## config.mk

```make
export PLATFORM = sky130hd
export DESIGN_NAME = scb_host_port
export DESIGN_NICKNAME = d
export VERILOG_FILES = /design/src/rtl/scb_pkg.sv /design/src/rtl/scb_host_port.sv
export SDC_FILE = /design/constraint.sdc
export NUM_CORES = 1
export LEC_CHECK = 0
export BUFFER_PORTS_ARGS = -buffer_cell sky130_fd_sc_hd__buf_4
export CAP_MARGIN = 30
export CORE_ASPECT_RATIO = 0.8
export CORE_MARGIN = 5
export CORE_UTILIZATION = 55
export DETAILED_ROUTE_END_ITERATION = 10
export MAX_ROUTING_LAYER = met4
export PLACE_DENSITY = 0.75
export SLEW_MARGIN = 5
export SYNTH_ARGS = -nofsm -noshare
export SYNTH_HDL_FRONTEND = slang
export SYNTH_SLANG_ARGS = --single-unit
```

## constraint.sdc

```tcl
create_clock -name clk -period 10.1 [get_ports clk]
set_input_delay 0.505 -clock clk [delete_from_list [all_inputs] [get_ports clk]]
set_output_delay 0.505 -clock clk [all_outputs]
set_load 0.01 [all_outputs]
```

## src/rtl/scb_pkg.sv

```systemverilog
// Purpose: shared constants and state type of the serial controller host port
// Assumes: one clock, registers reached over the 8-bit host port
// Notes: register selects and bit positions are named here once
package scb_pkg;
   // register select codes, shared by read and write direction
   localparam logic [1:0] SEL_DATA = 2'h0; // tx/rx holding registers
   localparam logic [1:0] SEL_SYNC = 2'h1; // sync chars on write, status on read
   localparam logic [1:0] SEL_MODE = 2'h2; // mode registers 1 and 2, pointer stepped
   localparam logic [1:0] SEL_CMD = 2'h3; // command register
   // command register bit positions
   localparam int CMD_TXEN = 0;
   localparam int CMD_DTR = 1;
   localparam int CMD_RXEN = 2;
   localparam int CMD_RTS = 5;
   // mode register 1 bit positions: 00 in [1:0] selects synchronous operation
   localparam int MR1_MODE_LO = 0;
   localparam int MR1_MODE_HI = 1;
   // status register bit positions
   localparam int ST_TX_HOLDING_READY_N = 0;
   localparam int ST_RX_HOLDING_READY_N = 1;
   localparam int ST_CHG = 2;
   localparam int ST_DCD = 6;
   localparam int ST_DSR = 7;
   // sub-count for 16x to 1x in asynchronous mode
   localparam logic [3:0] SUB_LAST = 4'hf;
   localparam int DIV_W = 13;

   // all state of the host port
   typedef struct packed {
      logic [7:0] mr1, mr2, cmd, syn1, syn2, dle, tx_holding_register, rx_holding_register, dout;
      logic dout_en, mptr;
      logic [1:0] sptr;
      logic thr_full, rx_rdy, chg, tx_emt;
      logic ce_seen, dsr_prev, dcd_prev, ref_prev;
      logic [DIV_W-1:0] bcnt;
      logic [3:0] sub;
      logic t16, txb, rxb, txr_oe, rxr_oe, emt_oe, dtr_n, rts_n;
   } scb_state_t;

   localparam scb_state_t SCB_RST = '{dtr_n: 1'b1, rts_n: 1'b1, default: '0};

   // divisor table of the first rate set, reference clock edges per 16x tick
   function automatic logic [DIV_W-1:0] scb_divisor(input logic [3:0] code);
      case (code)
         4'h0: scb_divisor = 13'd6144;
         4'h1: scb_divisor = 13'd4096;
         4'h2: scb_divisor = 13'd2793;
         4'h3: scb_divisor = 13'd2284;
         4'h4: scb_divisor = 13'd2048;
         4'h5: scb_divisor = 13'd1536;
         4'h6: scb_divisor = 13'd1024;
         4'h7: scb_divisor = 13'd512;
         4'h8: scb_divisor = 13'd292;
         4'h9: scb_divisor = 13'd256;
         4'ha: scb_divisor = 13'd171;
         4'hb: scb_divisor = 13'd154;
         4'hc: scb_divisor = 13'd128;
         4'hd: scb_divisor = 13'd64;
         4'he: scb_divisor = 13'd32;
         default: scb_divisor = 13'd16;
      endcase
   endfunction
endpackage

```

## src/rtl/scb_host_port.sv

```systemverilog
// Purpose: host register port, status pins and baud generator of the controller
// Assumes: host pins and baud reference are synchronous to clk
// Notes: character framing lives outside; it hands characters in and takes them out
`timescale 1ns/1ns
// How it works
// - reset clears buffers, command and status
// - read/write low reads, high writes
// - access only with chip enable low
// - select lines plus direction pick register
// - eight-bit data bus, bit 0 least
// - tx ready pin is inverse status bit 0 while transmit enabled
// - rx ready pin low while character waits
// - rx ready released on read or disable
// - empty/change pin low on empty or on line change while tx or rx enabled
// - status read releases only if not empty
// - four-bit mode 2 field picks rate
// - reference divided per code into 16x
// - async 16x, sync 1x transmit only
// - three host-written sync/escape char registers
// - three modem inputs, two modem outputs
// - two mode, command and status registers
module scb_host_port
   import scb_pkg::*;
(
   input wire logic clk,
   input wire logic resetn,
   input wire logic ce_n, // chip enable, low active
   input wire logic rw, // low read, high write
   input wire logic [1:0] register_select,
   input wire logic [7:0] data_in,
   output logic [7:0] data_out,
   output logic data_oe, // high while the port drives the data bus
   output logic tx_holding_ready_n_oe, // pulls the ready line low
   output logic rx_holding_ready_n_oe,
   output logic tx_empty_or_line_change_n_oe,
   input wire logic baud_reference_clock,
   output logic tick_16x, // one pulse per divided reference period
   output logic tx_bit_tick, // transmit bit strobe
   output logic rx_bit_tick, // receive bit strobe, async only
   input wire logic dsr_n,
   input wire logic dcd_n,
   input wire logic cts_n,
   output logic dtr_n,
   output logic rts_n,
   output logic [7:0] tx_char, // holding register toward transmitter
   output logic tx_char_full, // holding register has a character
   input wire logic tx_shift_take, // transmitter took the holding register
   input wire logic tx_shift_done, // last bit of the character went out
   input wire logic rx_char_valid, // receiver assembled a character
   input wire logic [7:0] rx_char,
   output logic [7:0] sync1_char,
   output logic [7:0] sync2_char,
   output logic [7:0] escape_char,
   output logic [7:0] mode1,
   output logic tx_enable, // transmitter allowed to run
   output logic rx_enable // receiver allowed to run
);
   // reset release synchroniser; assertion is immediate, release is two edges late
   logic rst_meta_q, rst_n_q;
   always_ff @(posedge clk or negedge resetn) begin
      if (!resetn) begin
         rst_meta_q <= 1'b0;
         rst_n_q <= 1'b0;
      end else begin
         rst_meta_q <= 1'b1;
         rst_n_q <= rst_meta_q;
      end
   end

   scb_state_t s_q, s_d; // whole state and its next value
   logic acc, wr, rd; // first cycle of a chip-enabled access
   logic ref_edge, async_mode;
   logic [7:0] status;
   logic [DIV_W-1:0] div_sel;

   always_comb begin
      acc = !ce_n && !s_q.ce_seen;
      wr = acc && rw;
      rd = acc && !rw;
      ref_edge = baud_reference_clock && !s_q.ref_prev;
      async_mode = (s_q.mr1[MR1_MODE_HI:MR1_MODE_LO] != 2'h0);
      div_sel = scb_divisor(s_q.mr2[3:0]);
      // status byte; error bits belong to the receiver and read as zero here
      status = 8'h00;
      status[ST_TX_HOLDING_READY_N] = !s_q.thr_full;
      status[ST_RX_HOLDING_READY_N] = s_q.rx_rdy;
      status[ST_CHG] = s_q.chg;
      status[ST_DCD] = !dcd_n;
      status[ST_DSR] = !dsr_n;
   end

   // next state: host accesses, status flags, baud divider, pins
   always_comb begin
      s_d = s_q;
      s_d.ce_seen = !ce_n; // one access per chip-enable low period
      s_d.dsr_prev = dsr_n;
      s_d.dcd_prev = dcd_n;
      s_d.ref_prev = baud_reference_clock;
      s_d.t16 = 1'b0;
      s_d.txb = 1'b0;
      s_d.rxb = 1'b0;

      // holding register taken by the transmitter
      if (tx_shift_take) begin
         s_d.thr_full = 1'b0;
      end
      // transmitter drained with nothing left to send
      if (tx_shift_done && !s_q.thr_full) begin
         s_d.tx_emt = 1'b1;
      end

      // host writes, register picked by select and direction
      if (wr) begin
         case (register_select)
            SEL_DATA: begin
               s_d.tx_holding_register = data_in;
               s_d.thr_full = 1'b1;
               s_d.tx_emt = 1'b0; // loading ends the empty condition
               s_d.chg = 1'b0;
            end
            SEL_SYNC: begin
               // sync1, sync2, escape in turn
               case (s_q.sptr)
                  2'h0: s_d.syn1 = data_in;
                  2'h1: s_d.syn2 = data_in;
                  default: s_d.dle = data_in;
               endcase
               s_d.sptr = (s_q.sptr == 2'h2) ? 2'h0 : s_q.sptr + 2'h1;
            end
            SEL_MODE: begin
               if (s_q.mptr) begin
                  s_d.mr2 = data_in;
               end else begin
                  s_d.mr1 = data_in;
               end
               s_d.mptr = !s_q.mptr;
            end
            SEL_CMD: s_d.cmd = data_in;
            default: ;
         endcase
      end

      // host reads; output byte is registered, one cycle behind the access
      s_d.dout_en = !ce_n && !rw; // bus released on the clock edge after chip enable rises
      if (rd) begin
         case (register_select)
            SEL_DATA: begin
               s_d.dout = s_q.rx_holding_register;
               s_d.rx_rdy = 1'b0;
            end
            SEL_SYNC: begin
               s_d.dout = status;
               if (!s_q.tx_emt) begin
                  s_d.chg = 1'b0;
               end
            end
            SEL_MODE: begin
               s_d.dout = s_q.mptr ? s_q.mr2 : s_q.mr1;
               s_d.mptr = !s_q.mptr;
            end
            SEL_CMD: begin
               s_d.dout = s_q.cmd;
               // reading the command word rewinds both pointers
               s_d.mptr = 1'b0;
               s_d.sptr = 2'h0;
            end
            default: s_d.dout = 8'h00;
         endcase
      end

      // receiver disabled drops a waiting character flag
      if (!s_q.cmd[CMD_RXEN]) begin
         s_d.rx_rdy = 1'b0;
      end
      // new character; set wins over a same-cycle read
      if (rx_char_valid && s_q.cmd[CMD_RXEN]) begin
         s_d.rx_holding_register = rx_char;
         s_d.rx_rdy = 1'b1;
      end
      // change flag; events win over a same-cycle status read
      if ((tx_shift_done && !s_q.thr_full) ||
          ((s_q.cmd[CMD_TXEN] || s_q.cmd[CMD_RXEN]) &&
           ((dsr_n != s_q.dsr_prev) || (dcd_n != s_q.dcd_prev)))) begin
         s_d.chg = 1'b1;
      end

      // baud divider counts reference edges, reloads at terminal count
      if (ref_edge) begin
         if (s_q.bcnt == '0) begin
            s_d.bcnt = div_sel - 13'd1;
            s_d.t16 = 1'b1;
            s_d.sub = s_q.sub + 4'h1;
            if (async_mode) begin
               // 16x clock divided down to one bit per sixteen ticks
               s_d.txb = (s_q.sub == SUB_LAST);
               s_d.rxb = (s_q.sub == SUB_LAST);
            end else begin
               s_d.txb = 1'b1; // 1x, receive clock comes from outside
            end
         end else begin
            s_d.bcnt = s_q.bcnt - 13'd1;
         end
      end

      // open-drain pins: enable high pulls the line low
      s_d.txr_oe = !s_d.thr_full && s_d.cmd[CMD_TXEN];
      s_d.rxr_oe = s_d.rx_rdy;
      s_d.emt_oe = s_d.chg;
      s_d.dtr_n = !s_d.cmd[CMD_DTR];
      s_d.rts_n = !s_d.cmd[CMD_RTS];
   end

   // state register; reset clears buffers, command and status
   always_ff @(posedge clk or negedge rst_n_q) begin
      if (!rst_n_q) begin
         s_q <= SCB_RST;
      end else begin
         s_q <= s_d;
      end
   end

   // outputs straight from the state register
   assign data_out = s_q.dout;
   assign data_oe = s_q.dout_en;
   assign tx_holding_ready_n_oe = s_q.txr_oe;
   assign rx_holding_ready_n_oe = s_q.rxr_oe;
   assign tx_empty_or_line_change_n_oe = s_q.emt_oe;
   assign tick_16x = s_q.t16;
   assign tx_bit_tick = s_q.txb;
   assign rx_bit_tick = s_q.rxb;
   assign dtr_n = s_q.dtr_n;
   assign rts_n = s_q.rts_n;
   assign tx_char = s_q.tx_holding_register;
   assign tx_char_full = s_q.thr_full;
   assign sync1_char = s_q.syn1;
   assign sync2_char = s_q.syn2;
   assign escape_char = s_q.dle;
   assign mode1 = s_q.mr1;
   // transmitter and receiver enables come from the command bits alone, not the modem lines
   assign tx_enable = s_q.cmd[CMD_TXEN];
   assign rx_enable = s_q.cmd[CMD_RXEN];

   // bus is driven only after a read with chip enable low
   property p_bus_hiz;
      @(posedge clk) disable iff (!rst_n_q)
      data_oe |-> $past(!ce_n && !rw);
   endproperty
   a_bus_hiz: assert property (p_bus_hiz) else $error("data bus driven without read select");

   // loading the holding register releases the tx ready line on the next edge
   property p_tx_holding_ready_n_load;
      @(posedge clk) disable iff (!rst_n_q)
      (wr && register_select == SEL_DATA && !tx_shift_take) |-> ##1 !tx_holding_ready_n_oe;
   endproperty
   a_tx_holding_ready_n_load: assert property (p_tx_holding_ready_n_load) else $error("tx ready not released on load");

   // a received character pulls rx ready low on the next edge
   property p_rx_set;
      @(posedge clk) disable iff (!rst_n_q)
      (rx_char_valid && s_q.cmd[CMD_RXEN]) |=> rx_holding_ready_n_oe;
   endproperty
   a_rx_set: assert property (p_rx_set) else $error("rx ready not asserted");

   // reading the holding register releases rx ready unless a new one arrives
   property p_rx_read;
      @(posedge clk) disable iff (!rst_n_q)
      (rd && register_select == SEL_DATA && !rx_char_valid) |=> !rx_holding_ready_n_oe;
   endproperty
   a_rx_read: assert property (p_rx_read) else $error("rx ready held after read");

   // receiver disabled for two cycles leaves rx ready released
   property p_rx_off;
      @(posedge clk) disable iff (!rst_n_q)
      (!rx_enable && $past(!rx_enable)) |-> !rx_holding_ready_n_oe;
   endproperty
   a_rx_off: assert property (p_rx_off) else $error("rx ready low with receiver off");

   // a modem line change while enabled pulls the change line low on the next edge;
   // a later status read may legally release it, so only that edge is checked
   property p_line_change;
      @(posedge clk) disable iff (!rst_n_q)
      ((tx_enable || rx_enable) && ($changed(dsr_n) || $changed(dcd_n))) |=> tx_empty_or_line_change_n_oe;
   endproperty
   a_line_change: assert property (p_line_change) else $error("line change not flagged");

   // status read with transmitter empty keeps the line low
   property p_empty_hold;
      @(posedge clk) disable iff (!rst_n_q)
      (rd && register_select == SEL_SYNC && s_q.tx_emt && s_q.chg && !wr) |=> tx_empty_or_line_change_n_oe;
   endproperty
   a_empty_hold: assert property (p_empty_hold) else $error("empty line released while empty");

   // each 16x tick follows a reference edge at terminal count
   property p_tick_terminal;
      @(posedge clk) disable iff (!rst_n_q)
      tick_16x |-> ($past(s_q.bcnt) == '0) && $past(ref_edge);
   endproperty
   a_tick_terminal: assert property (p_tick_terminal) else $error("tick without terminal count");

   // receive bit strobe comes only in asynchronous mode, with a 16x tick
   property p_rx_async;
      @(posedge clk) disable iff (!rst_n_q)
      rx_bit_tick |-> tick_16x && $past(async_mode);
   endproperty
   a_rx_async: assert property (p_rx_async) else $error("rx bit strobe in sync mode");

   // fastest code reloads sixteen edges apart
   property p_div_fast;
      @(posedge clk) disable iff (!rst_n_q)
      (ref_edge && s_q.bcnt == '0 && s_q.mr2[3:0] == 4'hf) |=> (s_q.bcnt == 13'd15);
   endproperty
   a_div_fast: assert property (p_div_fast) else $error("wrong reload for fastest code");
endmodule

```

### Yosys cells after proc, flatten, opt, wreduce, memory -nomap -nowiden

Memories as Yosys holds them, arrays and structs flattened.
Index checks and enable logic that the tools add are counted.

| word-level totals | value |
|---|---|
| register bits | 109 |
| bits in read-only memories | 208 |
| bits of input ports | 29 |
| output and inout port bits | 60 |
| word-level logic and storage cells | 118 |
| memories | 1 |

Memories:

| name | depth | bits a word | read ports | clocked after memory_dff | write ports | line | source |
|---|---|---|---|---|---|---|---|
| (name not given) | 16 | 13 | 1 | 0 | 0 | scb_pkg.sv:44 | `case (code)` |

| cells by class | value |
|---|---|
| $add $sub $neg | 4 |
| equal/unequal tests | 10 |
| mux-type cells | 33 |
| bitwise gates (word level) | 2 |
| reduce and logical (&&, ||, !) cells | 37 |

Operators by type and width:

| operator | number |
|---|---|
| 8-bit 2-to-1 mux | 5 |
| 38-bit 2-to-1 mux | 1 |
| 8-bit one-hot mux with 4 select lines | 1 |
| 13-bit by 1-bit subtractor with 13-bit output, second input constant | 2 |
| 24-bit 2-to-1 mux | 1 |
| 3-bit AND reduction | 5 |
| 13-bit logical NOT | 1 |
| 13-bit 2-to-1 mux | 1 |
| 1-bit 2-to-1 mux | 12 |
| 2-bit 2-to-1 mux | 6 |
| 1-bit logical NOT | 11 |
| 1-bit logical AND | 9 |
| 3-bit 2-to-1 mux | 3 |
| 2-bit AND reduction | 4 |
| 2-bit equality test, second input constant | 3 |
| 6-bit 2-to-1 mux | 1 |
| 3-bit by 1-bit inequality test with 1-bit output, second input constant | 2 |
| 4-bit by 1-bit adder with 4-bit output, second input constant | 1 |
| 2-bit by 1-bit equality test with 1-bit output, second input constant | 2 |
| 4-bit equality test, second input constant | 1 |
| 2-bit logical NOT | 2 |
| 4-bit 2-to-1 mux | 1 |
| 1-bit logical OR | 3 |
| 2-bit by 1-bit adder with 2-bit output, second input constant | 1 |
| other kinds (5) | 7 |

### Depth between registers and ports, before layout

Gate-level depths: netlist (run 1).

| depth | value |
|---|---|
| depth after elaboration | 10 |
| depth in mapped cells | 9 |
| depth with buffers taken out | 8 |

### Worst setup path after synthesis (run 1)

No wires, ideal clock.

| timing | value |
|---|---|
| path type | register to register |
| start point | register s_q[94] (netlist bit) |
| end point | register s_q[22] (netlist bit) |
| library setup time | 0.124 ns |
| data arrival time | 2.549 ns |
| data required time | 9.976 ns |
| setup slack | 7.427 ns |
| stages on the path, launching flop included | 10 |
| buffers on the path | 1 |
| period minus slack after synthesis | 2.673 ns |
| cell sequence | dfrtp_1 > clkbuf_1 > inv_1 > ha_1 > nor3b_1 > o32ai_1 > a2111oi_2 > nand4_1 > o32a_1 > o31a_1 |

| on the way | value |
|---|---|
| cells in the longest elaborated chain, start to end | 3 |

RTL lines:

| what | line | source |
|---|---|---|
| start: declaration | scb_host_port.sv:70 | `scb_state_t s_q, s_d;` |
| start signal: assignment | scb_host_port.sv:216 | `s_q <= SCB_RST;` |
| start signal: assignment | scb_host_port.sv:218 | `s_q <= s_d;` |
| memory read 16 x 13 bit | n/a |  |
| 13-bit by 1-bit subtractor with 13-bit output | scb_host_port.sv:190 | `s_d.bcnt = div_sel - 13'd1;` |
| 13-bit 2-to-1 mux | scb_host_port.sv:189 | `if (s_q.bcnt == '0) begin` |

No other way between the ends.
A chain may end at the register's enable or synchronous reset.

### Final worst setup path (run 1)

Ends and elaborated chain as after synthesis.

==> results.py, run 1 <==
metrics = {
    "outcome": {
        "outcome": "completed",
    },
    "clock_tree": {
        "h-tree-depth": 3,
        "cts_root_buf": "clkbuf_16",
        "cts_resized": 0,
        "clk_pin_slew_worst_paths_ns": 0.07,
        "cts_tree": "yes",
        "cts_buffers": 9,
        "clock_latency_ns": 0.35,
        "cts_num_sinks": 109,
        "clock_path_buffers": 2,
    },
    "setup_path": {
        "endpoint_kind": "flop",
        "max_stage_delay_ns": 0.61,
        "reg2reg_from": "s_q[94]",
        "critPathKind": "flop to flop",
        "critPathLaunchType": "flop",
        "cp_num_buf_inv": 1,
        "cp-startpoint": "s_q[94]",
        "rrSetupSlack_ns": 6.97,
        "cp_cell_sequence": "inv_1 > ha_1 > nor3b_1 > o32ai_1 > a2111oi_2 > nand4_1 > o32a_1 > o31a_1",
        "slowest_stage": "a2111oi_2",
        "worstPathMaxFanout": 13,
        "cp.arrival_ns": 3.37,
        "cp.required_ns": 10.34,
        "critPathTopFamily": "compound AO/OA/AOI/OAI gates",
    },
    "logic_synthesis": {
        "syn_area_sq_mm": 0.00547,
        "synth_area_leaders": "dfrtp_1, mux2_2, buf_4",
        "synthArstFlopShare": 1.00,
        "yosys_register_bits": 109,
        "synth_cell_types": 60,
        "synth_edf_count": 0,
        "postSynthCellCount": 494,
        "yosysTopAreaCell": "dfrtp_1",
        "synth_fp_nets": 531,
        "yosysMostFrequentCell": "dfrtp_1",
        "ys_seq_area_frac": 0.500,
        "synth_top_flop_cell": "dfrtp_1",
        "synth_area_per_cell_sq_um": 11.1,
        "synth_top_area_share": 0.490,
        "synthTopCellsByCount": "dfrtp_1, mux2_2, buf_4, nand2_1, nor2_1",
        "yosys_warnings": 0,
    },
    "global_routing": {
        "grt_overflow_total": 0,
        "grt_pass1_vias": 3774,
        "track_usage": 0.213,
        "antenna_found_initial": 0,
        "grt_pass1_wl_mm": 19.6,
        "grt_start_max_net_pins": 75,
    },
    "final_layout": {
        "regArea_sq_mm": 0.00273,
        "fill_cells": 771,
        "fin_nets": 565,
        "final_cell_count_no_fill": 669,
        "drive_above_1_share": 0.355,
        "multi_input_area_sq_mm": 0.00224,
        "final_cell_area_sq_mm": 0.00621,
        "diodes": 0,
        "area_growth_pct": 13.6,
    },
    "power_and_ir_drop": {
        "netSwitchingPower_mw": 0.494,
        "combPwrFrac": 0.302,
        "powerDensity_mw_per_mm2": 238,
        "p_leak_nw": 2.87,
        "internal_power_mw": 0.984,
        "p_clk_frac": 0.246,
        "ir_drop_mv": 0.123,
        "pwr-share-seq": 0.452,
        "p_sw_frac": 0.334,
    },
    "detailed_routing": {
        "wl_mm": 12.0,
        "final_antenna_net_count": 0,
        "num_vias": 3814,
        "vias_per_cell": 5.70,
        "initialDrtViolationCount": 329,
        "dr.pass1.iters": 4,
        "wire_per_inst_um": 17.9,
        "drc": 0,
    },
    "die": {
        "core_area_sq_mm": 0.00969,
        "die_w_um": 121,
        "die_h_um": 99.2,
        "rows": 32,
        "die-area_sq_mm": 0.0120,
        "ios": 89,
        "initial_core_util": 0.564,
    },
    "place": {
        "portBuffers": 87,
        "place_congestion": 0.864,
        "dpl.cell_count": 651,
        "dp_hpwl_mm": 8.58,
        "dpl-instance-area_sq_mm": 0.00587,
        "place_ws_ns": 7.06,
    },
    "timing": {
        "relSlewSlack": 0.416,
        "fin_setup_tns_ns": 0,
        "max_freq_mhz": 320,
        "worst_slew_pin_slew_ns": 0.868,
        "fin_crit_sh": 0.310,
        "skew_ns": 0.00704,
        "worst_slack_ns": 6.97,
        "finalHoldViolCount": 0,
        "hold_ws_ns": 0.274,
        "setup-violations-final": 0,
        "finalCriticalPeriod_ns": 3.13,
        "rsz0062_at_grt": "no",
        "drv_slew": 0,
    },
    "job": {
        "maxCapViolCount": 0,
    },
    "min_path": {
        "min_path_type": "flop to asynchronous set/reset pin",
    },
}
metrics by stage:
step                       util  power [mW]
after detailed placement  0.606        1.12
after global routing      0.641        1.57
after CTS                 0.638        1.49
after global placement    0.606        1.10
final                     0.641        1.48
after floorplan               -        1.00
metal layers:
| layer | GRT usage | share of wire | vias to the layer above |
|---|---|---|---|
| li1 | - | - | 1766 |
| met1 | 0.304 | 0.46 | 1919 |
| met2 | 0.302 | 0.45 | 120 |
| met3 | 0.0620 | 0.079 | 9 |
| met4 | 0.0517 | 0.0092 | 0 |
| met5 | - | 0 | - |
logic make-up after synthesis:
kind of cell | share of synthesized area
AND/OR/NAND/NOR | 0.116
flip-flops | 0.500
AO/OA/AOI/OAI | 0.109
buffers and inverters | 0.0902
multiplexers | 0.154
adder cells (fa/ha/maj) | 0.0183
XOR/XNOR | 0.0128
other | 0.000686
cell type report:
class,count,share of cell area
flip-flops and latches,109,0.440
multi-input cells,304,0.361
repair buffers,92,0.115
clock buffers,9,0.0363
well taps,136,0.0274
clock inverters,7,0.0131
inverters,12,0.00725
state kept, by name, summed over array words and instances (netlist names), 8 cells and up:
name	cells
tx_char	8
data_out	8
s_q	47
mode1	8
sync1_char	8
sync2_char	8
escape_char	8
path summary, 6_finish.rpt:
| kind | end | depth (start not counted) |
|---|---|---|
| worst max-delay path | s_q[22] | 8 |
| max in group asynchronous | dtr_n | 2 |
| worst max register to register | s_q[22] | 8 |
| worst min-delay path | sync2_char[1] | 0 |
| min in group clk | s_q[25] | 1 |
| worst min register to register | sync2_char[1] | 0 |
cells in the final DEF, fill, tap and decap left out, types with 9 or more instances in the layout:
cell         n
buf_4       90
nand2_1     37
nor2_1      27
mux2i_1     12
a21oi_1     26
mux2_2      64
dfrtp_1    106
o21ai_0     19
inv_1       12
clkbuf_16    9
power groups by stage:
stage / combinational (mW) / sequential, mW / clock (mW)
final: 0.446 / 0.668 / 0.364
after global routing: 0.490 / 0.686 / 0.392
after CTS: 0.446 / 0.667 / 0.374
after detailed placement: 0.444 / 0.673 / 0
after global placement: 0.433 / 0.665 / 0
after floorplan: 0.375 / 0.628 / 0
what timing repair did:
action / 4_1_cts / 5_1_grt
hold endpoints to repair: 2 / 0
hold buffers: 1 / 0
setup buffers: 0 / 0
Note: power is estimated with default switching activity, not from simulation.
==> run 2: changes to the inputs <==
CORE_UTILIZATION = 51   (was 55)
PLACE_DENSITY = 0.73   (was 0.75)
clock period = 2.55 ns   (was 10.1 ns; I/O delays follow)
==> results.py, run 2 (synthesis gave the netlist of run 1 again) <==
metrics = {
    "outcome": {
        "outcome": "completed",
    },
    "power_and_ir_drop": {
        "ir_drop_mv": 0.452,
        "p_leak_nw": 3.03,
        "powerDensity_mw_per_mm2": 921,
        "power_mw": 5.98,
    },
    "job": {
        "maxCapViolCount": 0,
    },
    "final_layout": {
        "fin_nets": 600,
        "layout_commonest_cell": "buf_4",
        "final_core_util": 0.626,
        "area_growth_pct": 18.8,
        "largest_reg_flops": 47,
        "drive_above_1_share": 0.389,
        "fill_cells": 845,
        "top_register": "s_q",
        "diodes": 0,
        "final_cell_mix": "buf_4, dfrtp_1, mux2_2",
    },
    "timing": {
        "relSlewSlack": 0.571,
        "finalHoldViolCount": 0,
        "worst_slew_pin_slew_ns": 0.642,
        "worst_slack_ns": 0.0676,
        "skew_ns": 0.0135,
        "finalCriticalPeriod_ns": 2.48,
        "fin_crit_sh": 0.973,
        "hold_ws_ns": 0.0108,
        "setup-violations-final": 0,
        "drv_slew": 0,
        "rsz0062_at_grt": "no",
        "max_freq_mhz": 403,
    },
    "min_path": {
        "holdPathEnd": "s_q[49]",
        "hold_start": "rx_char[4]",
        "hold_depth": 2,
        "min_path_type": "input port to flop",
    },
    "setup_path": {
        "endpoint_kind": "flop",
        "reg2reg_depth": 6,
        "max_stage_delay_ns": 0.62,
        "regToRegEndpoint": "s_q[18]",
        "cp_num_buf_inv": 0,
        "cp_cell_sequence": "or4_4 > or4_4 > nor2_1 > a21oi_1 > or4_1 > o311a_1",
        "rrSetupSlack_ns": 0.07,
        "critPathKind": "flop to flop",
        "critPathTopFamily": "simple AND/OR/NAND/NOR gates",
        "critPathLaunchType": "flop",
        "crit_path_frequent_cell": "or4_4",
        "cp.arrival_ns": 2.72,
        "slowest_stage": "or4_4",
        "cp.required_ns": 2.79,
        "worstPathMaxFanout": 7,
        "reg2reg_from": "s_q[12]",
    },
    "global_routing": {
        "track_usage": 0.208,
        "grt_overflow_total": 0,
        "grt_start_max_net_pins": 55,
        "grt_pass1_vias": 3908,
        "antenna_found_initial": 0,
        "grt_pass1_wl_mm": 20.4,
    },
    "clock_tree": {
        "cts_num_sinks": 109,
        "clk_pin_slew_worst_paths_ns": 0.07,
        "cts_tree": "yes",
        "cts_root_buf": "clkbuf_16",
        "clock_latency_ns": 0.35,
        "cts_buffers": 9,
        "clock_path_buffers": 2,
        "h-tree-depth": 3,
    },
    "die": {
        "die-area_sq_mm": 0.0129,
        "die_w_um": 126,
        "core_area_sq_mm": 0.0104,
        "rows": 33,
        "ios": 89,
        "initial_core_util": 0.527,
        "die_h_um": 103,
    },
    "place": {
        "place_congestion": 0.882,
        "place_ws_ns": -0.00532,
        "dp_hpwl_mm": 9.30,
        "portBuffers": 87,
    },
    "detailed_routing": {
        "initialDrtViolationCount": 325,
        "num_vias": 3937,
        "wl_mm": 12.7,
        "wire_per_inst_um": 17.9,
        "final_antenna_net_count": 0,
        "vias_per_cell": 5.56,
        "dr.pass1.iters": 4,
        "drc": 0,
    },
}
[run 2: cell count changes in the layout (fill, tap and decap cells not counted), moves of 2 or more]
cell,before,now
buf_4,90,118
dlygate4sd3_1,1,8
clkbuf_8,0,2
clkinvlp_4,0,2
nor3_1,8,6
nor3_2,1,3
[run 2: area by class of cell]
type	count	area (sq um)	area share
inverter	12	45.0	0.00694
tap	140	175	0.0270
multi-input combinational	304	2260	0.349
sequential	109	2730	0.421
clock buffer	12	256	0.0395
clock inverter	4	32.5	0.00501
timing repair buffer	127	986	0.152
[run 2: worst max-delay path by stage]
stage / slack [ns] / to / start / cells past startpoint
2_1_floorplan: 0.03 / s_q[22] / s_q[94] / 9
6_report: 0.07 / s_q[18] / s_q[12] / 6
5_1_grt: 0.005 / s_q[23] / s_q[94] / 9
4_1_cts: 0.03 / s_q[23] / s_q[94] / 9
3_5_place_dp: -0.005 / s_q[24] / s_q[94] / 9
3_3_place_gp: 0.14 / s_q[21] / s_q[12] / 6
[run 2: where the power goes]
part	total, mW	internal [mW]	leakage, nW	switching (mW)
sequential	2.57	2.19	1.37	0.383
clock	1.34	0.722	0.135	0.622
combinational	2.07	1.10	1.52	0.970
total	5.98	4.01	3.03	1.97
[run 2: per-layer routing]
layer,wire length [um],global-route usage
met1,5910,0.288
met2,5600,0.307
met3,1020,0.0575
met4,173,0.0478
met5,0,-
[run 2: what timing repair did]
item / 4_1_cts / 5_1_grt
hold endpoints to repair: 7 / 2
setup buffers: 1 / 2
pin swaps: 1 / 4
hold buffers: 6 / 2
resized for setup: 0 / 5
setup endpoints to repair: 2 / 7
[run 2: through the flow]
step / cell area (sq um) / TNS, ns / std cells
global route: 6490 / 0 / 708
CTS: 6440 / 0 / 704
finish: 6490 / 0 / 708
floorplan: 5470 / 0 / 494
global placement: 6080 / 0 / 681
detailed placement: 6080 / -0.00532 / 681
